[src/rtl/fep_pkg.sv]
/*
  fep_pkg: constants for the flash / serial prom local memory port.
  assumes a 20 MHz system clock and a 2.5 MHz link clock sampled as a plain input.
*/
package fep_pkg;
  localparam int         ADDR_W          = 17;
  localparam int         DATA_W          = 8;
  // ----------------------------------------
  // pin positions of the shared address bus
  // ----------------------------------------
  localparam int         PIN_POWER       = 1;
  localparam int         PIN_STRAP       = 7;
  localparam int         PIN_PROM_DI     = 13;
  localparam int         PIN_PROM_DO     = 14;
  localparam int         PIN_PROM_SK     = 15;
  localparam int         PIN_TOP         = 16;
  // ----------------------------------------
  // timing
  // ----------------------------------------
  localparam int         CLK_HZ          = 20_000_000;
  localparam int         STROBE_NS       = 150;
  localparam int         STROBE_CYC      = (STROBE_NS * (CLK_HZ / 1_000_000) + 999) / 1000;
  localparam int         PROM_HALF_NS    = 500;
  localparam int         PROM_HALF_CYC   = (PROM_HALF_NS * (CLK_HZ / 1_000_000) + 999) / 1000;
  localparam logic [3:0] CNT_RST         = 4'h0;
  // ----------------------------------------
  // access sequencer
  // ----------------------------------------
  typedef enum logic [2:0] {
    FEP_IDLE  = 3'h0,
    FEP_SETUP = 3'h1,
    FEP_STRB  = 3'h3,
    FEP_DONE  = 3'h2,
    FEP_PLO   = 3'h6,
    FEP_PHI   = 3'h7
  } fep_state_e;
endpackage

[src/rtl/fep_local_port.sv]
/*
  fep_local_port: sequencer for a byte-wide parallel flash and a four-wire
  serial prom sharing address pins. assumes the user holds requests until done,
  and that the 2.5 MHz link clock comes from outside and is sampled here.
*/
`timescale 1ns/100ps
// Summary of operation
// - seventeen address outputs cover 128 Kbyte flash when strap low
// - data bus released unless writing a byte
// - top pin carries clock when strap high
// - pin 7 sampled as strap during reset
// - pin 15 is prom shift clock
// - pin 14 receives prom data when serial
// - pin 13 drives prom data input
// - pin 1 sampled as power source in reset
// - pin 0 driven as lowest address bit
// - separate prom select frames each run of bits up to the last
// - flash select low only during flash access
// - read strobe low during read cycles
// - write strobe low while driving write byte
module fep_local_port (
  input  wire logic        clk,
  input  wire logic        srst,
  input  wire logic        aux_clock_in,
  input  wire logic        flash_req,
  input  wire logic        flash_we,
  input  wire logic [16:0] flash_addr,
  input  wire logic [7:0]  flash_wdata,
  output logic      [7:0]  flash_rdata,
  input  wire logic        prom_req,
  input  wire logic        prom_bit_out,
  input  wire logic        prom_last,
  output logic             prom_bit_in,
  output logic             done,
  output logic             aux_clock_strap,
  output logic             power_source_strap,
  output logic [16:0]      flash_address_bus_o,
  output logic [16:0]      flash_address_bus_oe,
  input  wire logic [16:0] flash_address_bus_i,
  output logic [7:0]       flash_data_bus_o,
  output logic             flash_data_bus_oe,
  input  wire logic [7:0]  flash_data_bus_i,
  output logic             serial_prom_select,
  output logic             parallel_mem_select_n,
  output logic             parallel_mem_read_strobe_n,
  output logic             parallel_mem_write_strobe_n
);
  // ----------------------------------------
  // input synchronisers
  // ----------------------------------------
  logic [16:0]           pin_s1_ff;
  logic [16:0]           pin_s2_ff;
  logic [7:0]            dat_s1_ff;
  logic [7:0]            dat_s2_ff;
  logic [2:0]            ck_sync_ff;
  fep_pkg::fep_state_e   state_ff;
  logic [3:0]            cnt_ff;
  logic                  is_prom_ff;
  logic                  is_write_ff;
  logic                  last_ff;
  logic [16:0]           addr_ff;
  logic                  strap_ff;

  always_ff @(posedge clk) begin
    pin_s1_ff <= flash_address_bus_i;
    pin_s2_ff <= pin_s1_ff;
    dat_s1_ff <= flash_data_bus_i;
    dat_s2_ff <= dat_s1_ff;
    ck_sync_ff <= {ck_sync_ff[1:0], aux_clock_in};
  end

  // ----------------------------------------
  // strap capture
  // ----------------------------------------
  // reset delayed to match the pin synchroniser, so the samples kept are
  // the next-to-last ones taken while pins 7 and 1 were released
  logic                  rst_d1_ff;
  logic                  rst_d2_ff;

  always_ff @(posedge clk) begin
    rst_d1_ff <= srst;
    rst_d2_ff <= rst_d1_ff;
  end

  // limitation: straps read valid only two cycles after reset ends
  always_ff @(posedge clk) begin
    if (rst_d2_ff) begin
      strap_ff           <= pin_s2_ff[fep_pkg::PIN_STRAP];
      power_source_strap <= pin_s2_ff[fep_pkg::PIN_POWER];
    end
  end
  assign aux_clock_strap = strap_ff;

  // ----------------------------------------
  // access sequencer
  // ----------------------------------------
  // one sequencer for both kinds keeps the shared pins single-owner
  always_ff @(posedge clk) begin
    if (srst) begin
      state_ff    <= fep_pkg::FEP_IDLE;
      cnt_ff      <= fep_pkg::CNT_RST;
      is_prom_ff  <= 1'b0;
      is_write_ff <= 1'b0;
      last_ff     <= 1'b0;
      addr_ff     <= '0;
      done        <= 1'b0;
      flash_rdata <= 8'h00;
      prom_bit_in <= 1'b0;
    end else begin
      done <= 1'b0;
      unique case (state_ff)
        fep_pkg::FEP_IDLE: begin
          if (flash_req) begin
            is_prom_ff  <= 1'b0;
            is_write_ff <= flash_we;
            addr_ff     <= flash_addr;
            state_ff    <= fep_pkg::FEP_SETUP;
          end else if (prom_req) begin
            is_prom_ff <= 1'b1;
            last_ff    <= prom_last;
            cnt_ff     <= fep_pkg::CNT_RST;
            state_ff   <= fep_pkg::FEP_PLO;
          end
        end
        fep_pkg::FEP_SETUP: begin
          cnt_ff   <= fep_pkg::CNT_RST;
          state_ff <= fep_pkg::FEP_STRB;
        end
        fep_pkg::FEP_STRB: begin
          cnt_ff <= cnt_ff + 4'h1;
          if (cnt_ff == 4'(fep_pkg::STROBE_CYC - 1)) begin
            state_ff <= fep_pkg::FEP_DONE;
          end
        end
        // read byte taken one cycle late: the synchroniser holds the data
        // from two edges back, the first strobe-low sample lands here
        fep_pkg::FEP_DONE: begin
          if (!is_write_ff) begin
            flash_rdata <= dat_s2_ff;
          end
          done     <= 1'b1;
          state_ff <= fep_pkg::FEP_IDLE;
        end
        fep_pkg::FEP_PLO: begin
          cnt_ff <= cnt_ff + 4'h1;
          if (cnt_ff == 4'(fep_pkg::PROM_HALF_CYC - 1)) begin
            cnt_ff   <= fep_pkg::CNT_RST;
            state_ff <= fep_pkg::FEP_PHI;
          end
        end
        fep_pkg::FEP_PHI: begin
          cnt_ff <= cnt_ff + 4'h1;
          if (cnt_ff == 4'(fep_pkg::PROM_HALF_CYC - 1)) begin
            prom_bit_in <= pin_s2_ff[fep_pkg::PIN_PROM_DO];
            done        <= 1'b1;
            state_ff    <= fep_pkg::FEP_IDLE;
          end
        end
        default: state_ff <= fep_pkg::FEP_IDLE;
      endcase
    end
  end

  // ----------------------------------------
  // pin drivers
  // ----------------------------------------
  // prom select holds between bits until the last bit ends the frame
  logic sel_hold_ff;
  always_ff @(posedge clk) begin
    if (srst) begin
      sel_hold_ff <= 1'b0;
    end else if (state_ff == fep_pkg::FEP_PHI && done == 1'b0 &&
                 cnt_ff == 4'(fep_pkg::PROM_HALF_CYC - 1)) begin
      sel_hold_ff <= ~last_ff;
    end else if (state_ff != fep_pkg::FEP_IDLE && !is_prom_ff) begin
      sel_hold_ff <= 1'b0;
    end
  end

  logic flash_act;
  logic prom_act;
  assign flash_act = (state_ff == fep_pkg::FEP_SETUP) || (state_ff == fep_pkg::FEP_STRB) ||
                     (state_ff == fep_pkg::FEP_DONE);
  assign prom_act  = (state_ff == fep_pkg::FEP_PLO) || (state_ff == fep_pkg::FEP_PHI);

  // an open frame holds the prom pins between bits with the shift clock low;
  // a flash access closes it at once rather than overlap the selects
  logic prom_frame;
  assign prom_frame = prom_act || (sel_hold_ff && !flash_act);

  always_ff @(posedge clk) begin
    if (srst) begin
      flash_address_bus_oe        <= '0;
      flash_address_bus_o         <= '0;
      flash_data_bus_oe           <= 1'b0;
      flash_data_bus_o            <= 8'h00;
      serial_prom_select          <= 1'b0;
      parallel_mem_select_n       <= 1'b1;
      parallel_mem_read_strobe_n  <= 1'b1;
      parallel_mem_write_strobe_n <= 1'b1;
    end else begin
      // pins 7 and 1 released during reset so straps can be read; driven after
      flash_address_bus_oe <= '1;
      flash_address_bus_oe[fep_pkg::PIN_PROM_DO] <= ~prom_frame;
      flash_address_bus_o  <= addr_ff;
      if (prom_frame) begin
        flash_address_bus_o[fep_pkg::PIN_PROM_SK] <= (state_ff == fep_pkg::FEP_PHI);
        flash_address_bus_o[fep_pkg::PIN_PROM_DI] <= prom_bit_out;
      end
      if (strap_ff) begin
        flash_address_bus_o[fep_pkg::PIN_TOP] <= ck_sync_ff[2];
      end
      serial_prom_select    <= prom_frame;
      parallel_mem_select_n <= ~flash_act;
      parallel_mem_read_strobe_n  <= ~(state_ff == fep_pkg::FEP_STRB && !is_write_ff);
      parallel_mem_write_strobe_n <= ~(state_ff == fep_pkg::FEP_STRB && is_write_ff);
      flash_data_bus_oe <= flash_act && is_write_ff;
      flash_data_bus_o  <= flash_wdata;
    end
  end
endmodule

[config.mk]
export PLATFORM = sky130hd
export DESIGN_NAME = fep_local_port
export DESIGN_NICKNAME = d
export VERILOG_FILES = /design/src/rtl/fep_pkg.sv /design/src/rtl/fep_local_port.sv
export SDC_FILE = /design/constraint.sdc
export NUM_CORES = 1
export LEC_CHECK = 0
export BUFFER_PORTS_ARGS = -buffer_cell sky130_fd_sc_hd__buf_2
export CAP_MARGIN = 20
export CELL_PAD_IN_SITES_DETAIL_PLACEMENT = 1
export CELL_PAD_IN_SITES_GLOBAL_PLACEMENT = 1
export CORE_ASPECT_RATIO = 1.25
export CORE_MARGIN = 3
export CORE_UTILIZATION = 30
export CTS_CLUSTER_SIZE = 24
export DETAILED_ROUTE_END_ITERATION = 7
export PLACE_DENSITY_LB_ADDON = 0.12
export SLEW_MARGIN = 30
export SYNTH_ARGS = -nofsm -noshare
export SYNTH_HDL_FRONTEND = slang
export SYNTH_SLANG_ARGS = --single-unit
[constraint.sdc]
create_clock -name clk -period 2.3 [get_ports clk]
set_input_delay 0.115 -clock clk [delete_from_list [all_inputs] [get_ports clk]]
set_output_delay 0.115 -clock clk [all_outputs]
set_load 0.1 [all_outputs]
After elaboration in Yosys (flattened, before gate mapping)
Index checks and enable logic that the tools add are counted.
- output and inout port bits: 59
- word-level logic and storage cells: 97
- input port bits: 58
- register bits after elaboration: 138
- reductions and logical operators: 27
- bitwise gates (word level): 8
- equal/unequal tests: 13
- add/sub/neg operators: 1
- muxes and demuxes: 20
- operators with widths (kind ; number):
    17-bit two-way mux ; 1
    4-bit case mux with 4 select lines ; 1
    3-bit two-way mux ; 5
    3-bit case mux with 5 select lines ; 1
    4-bit two-way mux ; 3
    2-bit inequality test (second input constant) ; 5
    1-bit two-way mux ; 8
    1-bit NOT ; 8
    2-bit AND reduction ; 4
    1-bit logical AND ; 7
    3-bit by 2-bit equality test with 1-bit output (second input constant) ; 2
    3-bit equality test (second input constant) ; 2
    3-bit AND reduction ; 2
    4-bit by 1-bit adder with 4-bit output (second input constant) ; 1
    4-bit by 2-bit equality test with 1-bit output (second input constant) ; 1
    4-bit equality test (second input constant) ; 1
    1-bit logical OR ; 4
    4-bit AND reduction ; 1
    2-bit nonzero test ; 2
    4-bit nonzero test ; 1
    3-bit by 1-bit equality test with 1-bit output (second input constant) ; 1
    1-bit zero test ; 3
    3-bit zero test ; 1
    3-bit inequality test (second input constant) ; 1
    other kinds (3) ; 3

Longest topological paths before layout
- depth in word-level cells: 8
- mapped depth: 6
- gate-level depth less buffers: 5

Worst setup path before layout
No wires, ideal clock.
- path kind: register to output
- start point: register, netlist name flash_address_bus_oe[15]
- end point: output port flash_address_bus_oe[10]
- data required time: 2185 ps
- arrival time: 1608 ps
- slack: 577 ps
- stages on the path, launching flop included: 2
- cells stage by stage: dfxtp_1 buf_4
- RTL lines (what ; RTL line ; source):
    end, declared ; fep_local_port.sv:38 ; output logic [16:0] flash_address_bus_oe,

Worst setup path in the final report
- start point: register state_ff[2]
- end point: register flash_address_bus_o[13]
- cells in the longest elaborated chain, start to end: 7
- elaborated cells on any way between the ends: 12
- RTL lines (what ; RTL line ; source):
    start, declared ; fep_local_port.sv:56 ; fep_pkg::fep_state_e state_ff;
    start signal, assigned ; fep_local_port.sv:100 ; state_ff <= fep_pkg::FEP_IDLE;
    start signal, assigned ; fep_local_port.sv:117 ; state_ff <= fep_pkg::FEP_SETUP;
    start signal, assigned ; fep_local_port.sv:122 ; state_ff <= fep_pkg::FEP_PLO;
    3-bit by 1-bit equality test with 1-bit output / 3-bit by 2-bit equality test with 1-bit output (equally long branches) ; fep_local_port.sv:182 ; assign flash_act = (state_ff == fep_pkg::FEP_SETUP) || (state_ff == fep_pkg::FEP_STRB) ||
    1-bit logical OR (2 in a row) ; fep_local_port.sv:182 ;
    1-bit zero test ; fep_local_port.sv:189 ; assign prom_frame = prom_act || (sel_hold_ff && !flash_act);
    1-bit logical AND ; fep_local_port.sv:189 ;
    1-bit logical OR * ; fep_local_port.sv:189 ;
    1-bit two-way mux * ; fep_local_port.sv:206 ; if (prom_frame) begin
    end signal, assigned ; fep_local_port.sv:205 ; flash_address_bus_o <= addr_ff;
    end signal, assigned by index ; fep_local_port.sv:207 ; flash_address_bus_o[fep_pkg::PIN_PROM_SK] <= (state_ff == fep_pkg::FEP_PHI);
    end signal, assigned by index ; fep_local_port.sv:208 ; flash_address_bus_o[fep_pkg::PIN_PROM_DI] <= prom_bit_out;
    end, declared ; fep_local_port.sv:37 ; output logic [16:0] flash_address_bus_o,
Every way passes the cells marked *; elsewhere a longest branch is shown, timed or not.
A chain may end at the register's enable or synchronous reset.

==> metrics.txt <==
# TYPE chip_impl_metric gauge
chip_impl_info{name="run_status",value="complete, no violations"} 1
chip_impl_metric{name="firstDrtPassIters",unit=""} 4
chip_impl_metric{name="drive_gt1_share",unit="%"} 30.28
chip_impl_metric{name="maximum_number_of_pins_on_one_net_before_global_route_repair",unit=""} 34
chip_impl_metric{name="drt_wl_total",unit="um"} 7330
chip_impl_metric{name="ir_worst_vdd",unit="uV"} 399.9
chip_impl_metric{name="hold_viol",unit=""} 0
chip_impl_metric{name="grt_antenna_before_repair",unit=""} 0
chip_impl_metric{name="globalplace.congestion",unit=""} 0.6964
chip_impl_info{name="timing.critical_path.to_type",value="register"} 1
chip_impl_metric{name="setup_tns",unit="ps"} 0
chip_impl_info{name="ys_top_cells_by_area",value="sky130_fd_sc_hd__dfxtp_1, sky130_fd_sc_hd__nand2_1, sky130_fd_sc_hd__a21oi_1"} 1
chip_impl_metric{name="cp_data_required_time",unit="ps"} 2570
chip_impl_metric{name="gr_util_met1",unit="%"} 13.45
chip_impl_info{name="grt_setup_unrepaired",value="no"} 1
chip_impl_metric{name="hold_path_depth",unit=""} 3
chip_impl_metric{name="h-tree-depth",unit=""} 3
chip_impl_metric{name="design.core.area",unit="sq mm"} 0.01062
chip_impl_metric{name="setup_viol",unit=""} 0
chip_impl_metric{name="ys_seq_elements",unit=""} 99
chip_impl_metric{name="layoutNonFillerInstCount",unit=""} 568
chip_impl_metric{name="dp_hpwl",unit="um"} 4997
chip_impl_metric{name="cts_resized",unit=""} 0
chip_impl_metric{name="synthesis.area_per_instance",unit="sq um"} 10.28
chip_impl_metric{name="grt_use_met2",unit="%"} 21.68
chip_impl_metric{name="rows",unit=""} 42
chip_impl_info{name="terminus_of_the_critical_flop_to_flop_path",value="flash_address_bus_o[13]"} 1
chip_impl_metric{name="number_of_max_cap_violations",unit=""} 0
chip_impl_info{name="synth_flop_cell",value="sky130_fd_sc_hd__dfxtp_1"} 1
chip_impl_metric{name="clk_path_buf_depth",unit=""} 2
chip_impl_metric{name="syn_nets",unit=""} 380
chip_impl_info{name="synth_top_family_by_area",value="simple AND/OR/NAND/NOR gates"} 1
chip_impl_metric{name="achievable-frequency",unit="MHz"} 593.2
chip_impl_metric{name="fraction_of_registers_with_async_set_reset",unit="%"} 0
chip_impl_metric{name="synth_cell_type_count",unit=""} 45
chip_impl_info{name="hold_path.class",value="in -> reg"} 1
chip_impl_metric{name="multiInputGateArea",unit="sq mm"} 0.001042
chip_impl_metric{name="drtAntennaViolNets",unit=""} 0
chip_impl_metric{name="synth_edf_count",unit=""} 2
chip_impl_info{name="hold_path_startpoint",value="flash_addr[7]"} 1
chip_impl_metric{name="num-nets-final",unit=""} 492
chip_impl_metric{name="area_growth_syn_to_layout",unit="%"} 31.68
chip_impl_metric{name="fin_worst_skew",unit="ps"} 5.612
chip_impl_metric{name="routedWlPerCell",unit="um"} 12.90
chip_impl_info{name="post-synth-top-area-cell",value="sky130_fd_sc_hd__dfxtp_1"} 1
chip_impl_metric{name="ioPinCount",unit=""} 117
chip_impl_metric{name="yosysWarningCount",unit=""} 0
chip_impl_info{name="cts_tree",value="built"} 1
chip_impl_metric{name="portBuffers",unit=""} 102
chip_impl_metric{name="cts.clk_slew.worst_paths",unit="ps"} 70
chip_impl_metric{name="place.detailed.instances",unit=""} 527
chip_impl_metric{name="ff_latch_area",unit="sq mm"} 0.002002
chip_impl_info{name="start_kind",value="register"} 1
chip_impl_metric{name="die_height",unit="um"} 122.9
chip_impl_metric{name="grt_first_pass_wirelength",unit="um"} 11690
chip_impl_metric{name="die_area",unit="sq mm"} 0.01223
chip_impl_metric{name="worstPathArrival",unit="ps"} 1960
chip_impl_metric{name="muxShareOfSynthArea",unit="%"} 1.260
chip_impl_metric{name="total_congestion_overflow_after_global_routing",unit=""} 0
chip_impl_metric{name="dr_total_vias",unit=""} 2493
chip_impl_metric{name="timing.final.crit_period",unit="ps"} 1686
chip_impl_metric{name="synthAdderAreaFrac",unit="%"} 1.145
chip_impl_info{name="cts-root-buf",value="sky130_fd_sc_hd__clkbuf_16"} 1
chip_impl_info{name="worstSetupPathType",value="reg -> reg"} 1
chip_impl_metric{name="cts_buffer_count",unit=""} 9
chip_impl_metric{name="total_leakage_power",unit="nW"} 1.892
chip_impl_metric{name="synth_compound_gate_area_share",unit="%"} 9.122
chip_impl_metric{name="floorplan.initialDensity",unit="%"} 30.88
chip_impl_metric{name="r2r_setup_slack",unit="ps"} 610
chip_impl_metric{name="total_routing_usage_reported_by_global_routing",unit="%"} 12.15
chip_impl_metric{name="rr_worst_depth",unit=""} 3
chip_impl_metric{name="clock_latency_late_sink",unit="ps"} 340
chip_impl_metric{name="synth_top_cell_area_share",unit="%"} 59.24
chip_impl_metric{name="yosys.area_share.xor_xnor",unit="%"} 0.5344
chip_impl_metric{name="syn-cell-area",unit="sq mm"} 0.003278
chip_impl_metric{name="timing.critical_path.fanout_max",unit=""} 19
chip_impl_metric{name="power-per-cell-area",unit="mW/mm^2"} 927.1
chip_impl_metric{name="drc",unit=""} 0
chip_impl_metric{name="n_fill_cell",unit=""} 1227
chip_impl_metric{name="synth_seq_area_share",unit="%"} 61.07
chip_impl_metric{name="slew_headroom",unit="%"} 51.84
chip_impl_metric{name="finalCritPeriodShare",unit="%"} 73.29
chip_impl_metric{name="drtIter0Drc",unit=""} 63
chip_impl_info{name="busiest_layer",value="met2"} 1
chip_impl_metric{name="first_global_vias",unit=""} 2449
chip_impl_info{name="r2r-start",value="state_ff[2]"} 1
chip_impl_metric{name="cts_sinks",unit=""} 99
chip_impl_metric{name="final_antenna_diode_count",unit=""} 0
chip_impl_metric{name="timing.final.max_slew_violations",unit=""} 0
chip_impl_metric{name="post_drt_via_cell_ratio",unit=""} 4.389
chip_impl_metric{name="tightest_slew",unit="ps"} 721.4
chip_impl_info{name="worstHoldEndpoint",value="addr_ff[7]"} 1
chip_impl_metric{name="die_w",unit="um"} 99.50
chip_impl_metric{name="synthSimpleGateAreaFrac",unit="%"} 19.73
chip_impl_metric{name="grt_util_met3",unit="%"} 3.468
chip_impl_metric{name="syn-instance-count",unit=""} 319
[kinds of logic (layout without fill, tap and decap cells)]
family / Yosys count / in the layout
AOI/OAI and AO/OA: 52 / 52
xor gates and xnor gates: 2 / 2
adders and majority gates: 3 / 3
buffers and inverters: 37 / 154
DFF: 99 / 99
muxes: 4 / 4
and+or+nand+nor: 122 / 122
[final cells by class]
class | count | area share [%]
Clock buffer | 9 | 5.217
Clock inverter | 7 | 1.333
Inverter | 5 | 0.4348
Multi-Input combinational cell | 183 | 24.14
Sequential cell | 99 | 46.38
Tap cell | 132 | 3.826
Timing Repair Buffer | 133 | 18.67
[per-stage QoR]
stage	utilization, %	hold WS (ps)	setup WS, ps	area (sq um)	total power [mW]
2_1_floorplan	-	142.7	577.2	3278	2.480
3_3_place_gp	35.64	216.6	638.2	3784	2.589
3_5_place_dp	35.64	218.9	621.2	3784	2.598
4_1_cts	40.66	0.2962	619.3	4317	4.081
5_1_grt	40.66	19.60	538.8	4317	4.182
6_report	40.66	15.33	614.3	4317	4.002
[repair_timing]
action	in CTS	in global routing
hold buffers	25	0
endpoints found under the hold margin	25	0
setup buffers	0	0
[flip-flops by register name, summed over array words and instances (netlist names), 2 cells and up]
| signal | count |
|---|---|
| ck_sync_ff | 3 |
| flash_address_bus_oe | 2 |
| pin_s1_ff | 3 |
| flash_rdata | 8 |
| dat_s2_ff | 8 |
| flash_address_bus_o | 17 |
| flash_data_bus_o | 8 |
| state_ff | 3 |
| pin_s2_ff | 3 |
| cnt_ff | 4 |
| addr_ff | 17 |
| dat_s1_ff | 8 |
[layout by cell type (no fill, tap or decap), types with 2 or more instances in the layout]
| cell | netlist | final |
|---|---|---|
| sky130_fd_sc_hd__buf_2 | 1 | 102 |
| sky130_fd_sc_hd__dfxtp_1 | 97 | 97 |
| sky130_fd_sc_hd__nand2_1 | 60 | 60 |
| sky130_fd_sc_hd__a21oi_1 | 35 | 35 |
| sky130_fd_sc_hd__nor2b_1 | 25 | 25 |
| sky130_fd_sc_hd__dlygate4sd3_1 | 0 | 25 |
| sky130_fd_sc_hd__nand3_1 | 9 | 9 |
| sky130_fd_sc_hd__nor2_1 | 9 | 9 |
| sky130_fd_sc_hd__clkbuf_16 | 0 | 9 |
| sky130_fd_sc_hd__o21ai_0 | 6 | 6 |
| sky130_fd_sc_hd__buf_4 | 17 | 6 |
| sky130_fd_sc_hd__inv_1 | 5 | 5 |
| sky130_fd_sc_hd__mux2i_1 | 3 | 3 |
| sky130_fd_sc_hd__ha_1 | 3 | 3 |
| sky130_fd_sc_hd__inv_6 | 0 | 3 |
| sky130_fd_sc_hd__or4b_4 | 2 | 2 |
| sky130_fd_sc_hd__nand4b_1 | 2 | 2 |
| sky130_fd_sc_hd__and3_1 | 2 | 2 |
| sky130_fd_sc_hd__nor3_1 | 2 | 2 |
| sky130_fd_sc_hd__edfxtp_1 | 2 | 2 |
[cells in the mapped netlist, types with 2 or more instances]
cell type                   n
sky130_fd_sc_hd__dfxtp_1   97
sky130_fd_sc_hd__buf_4     17
sky130_fd_sc_hd__ha_1       3
sky130_fd_sc_hd__buf_6      4
sky130_fd_sc_hd__edfxtp_1   2
sky130_fd_sc_hd__or4b_4     2
sky130_fd_sc_hd__and3_1     2
sky130_fd_sc_hd__clkbuf_1   9
sky130_fd_sc_hd__nor2b_1   25
sky130_fd_sc_hd__nand3_1    9
sky130_fd_sc_hd__a21oi_1   35
sky130_fd_sc_hd__mux2i_1    3
sky130_fd_sc_hd__inv_1      5
sky130_fd_sc_hd__nor3_1     2
sky130_fd_sc_hd__nand2_1   60
sky130_fd_sc_hd__o21ai_0    6
sky130_fd_sc_hd__nor2_1     9
sky130_fd_sc_hd__nand4b_1   2
[worst max-delay path by stage]
stage | start | end | depth (start not counted)
3_3_place_gp | state_ff[2] | flash_address_bus_o[13] | 3
4_1_cts | state_ff[2] | flash_address_bus_o[13] | 3
6_report | state_ff[2] | flash_address_bus_o[13] | 3
3_5_place_dp | state_ff[2] | flash_address_bus_o[13] | 3
5_1_grt | state_ff[2] | cnt_ff[3] | 3
2_1_floorplan | flash_address_bus_oe[15] | flash_address_bus_oe[10] | 1
[worst max-delay path, cell delays in order, from the launching register on]
cell	delay [ps]
sky130_fd_sc_hd__dfxtp_1	790
sky130_fd_sc_hd__o21ba_2	270
sky130_fd_sc_hd__or3b_2	430
sky130_fd_sc_hd__a21oi_1	130
[power breakdown]
group / switching, mW / total, mW / internal [mW] / leakage (nW)
logic: 0.543 / 0.713 / 0.170 / 0.936
clock network: 0.672 / 1.42 / 0.751 / 0.136
registers: 0.0522 / 1.87 / 1.81 / 0.820
total: 1.27 / 4.00 / 2.74 / 1.89
[metal layers]
metal	routed length, um	vias to the layer above
li1	-	1267
met2	3759	54
met3	359	10
met5	0	-
met4	113	0
met1	3099	1162
Power figures use the tool's default switching activity.
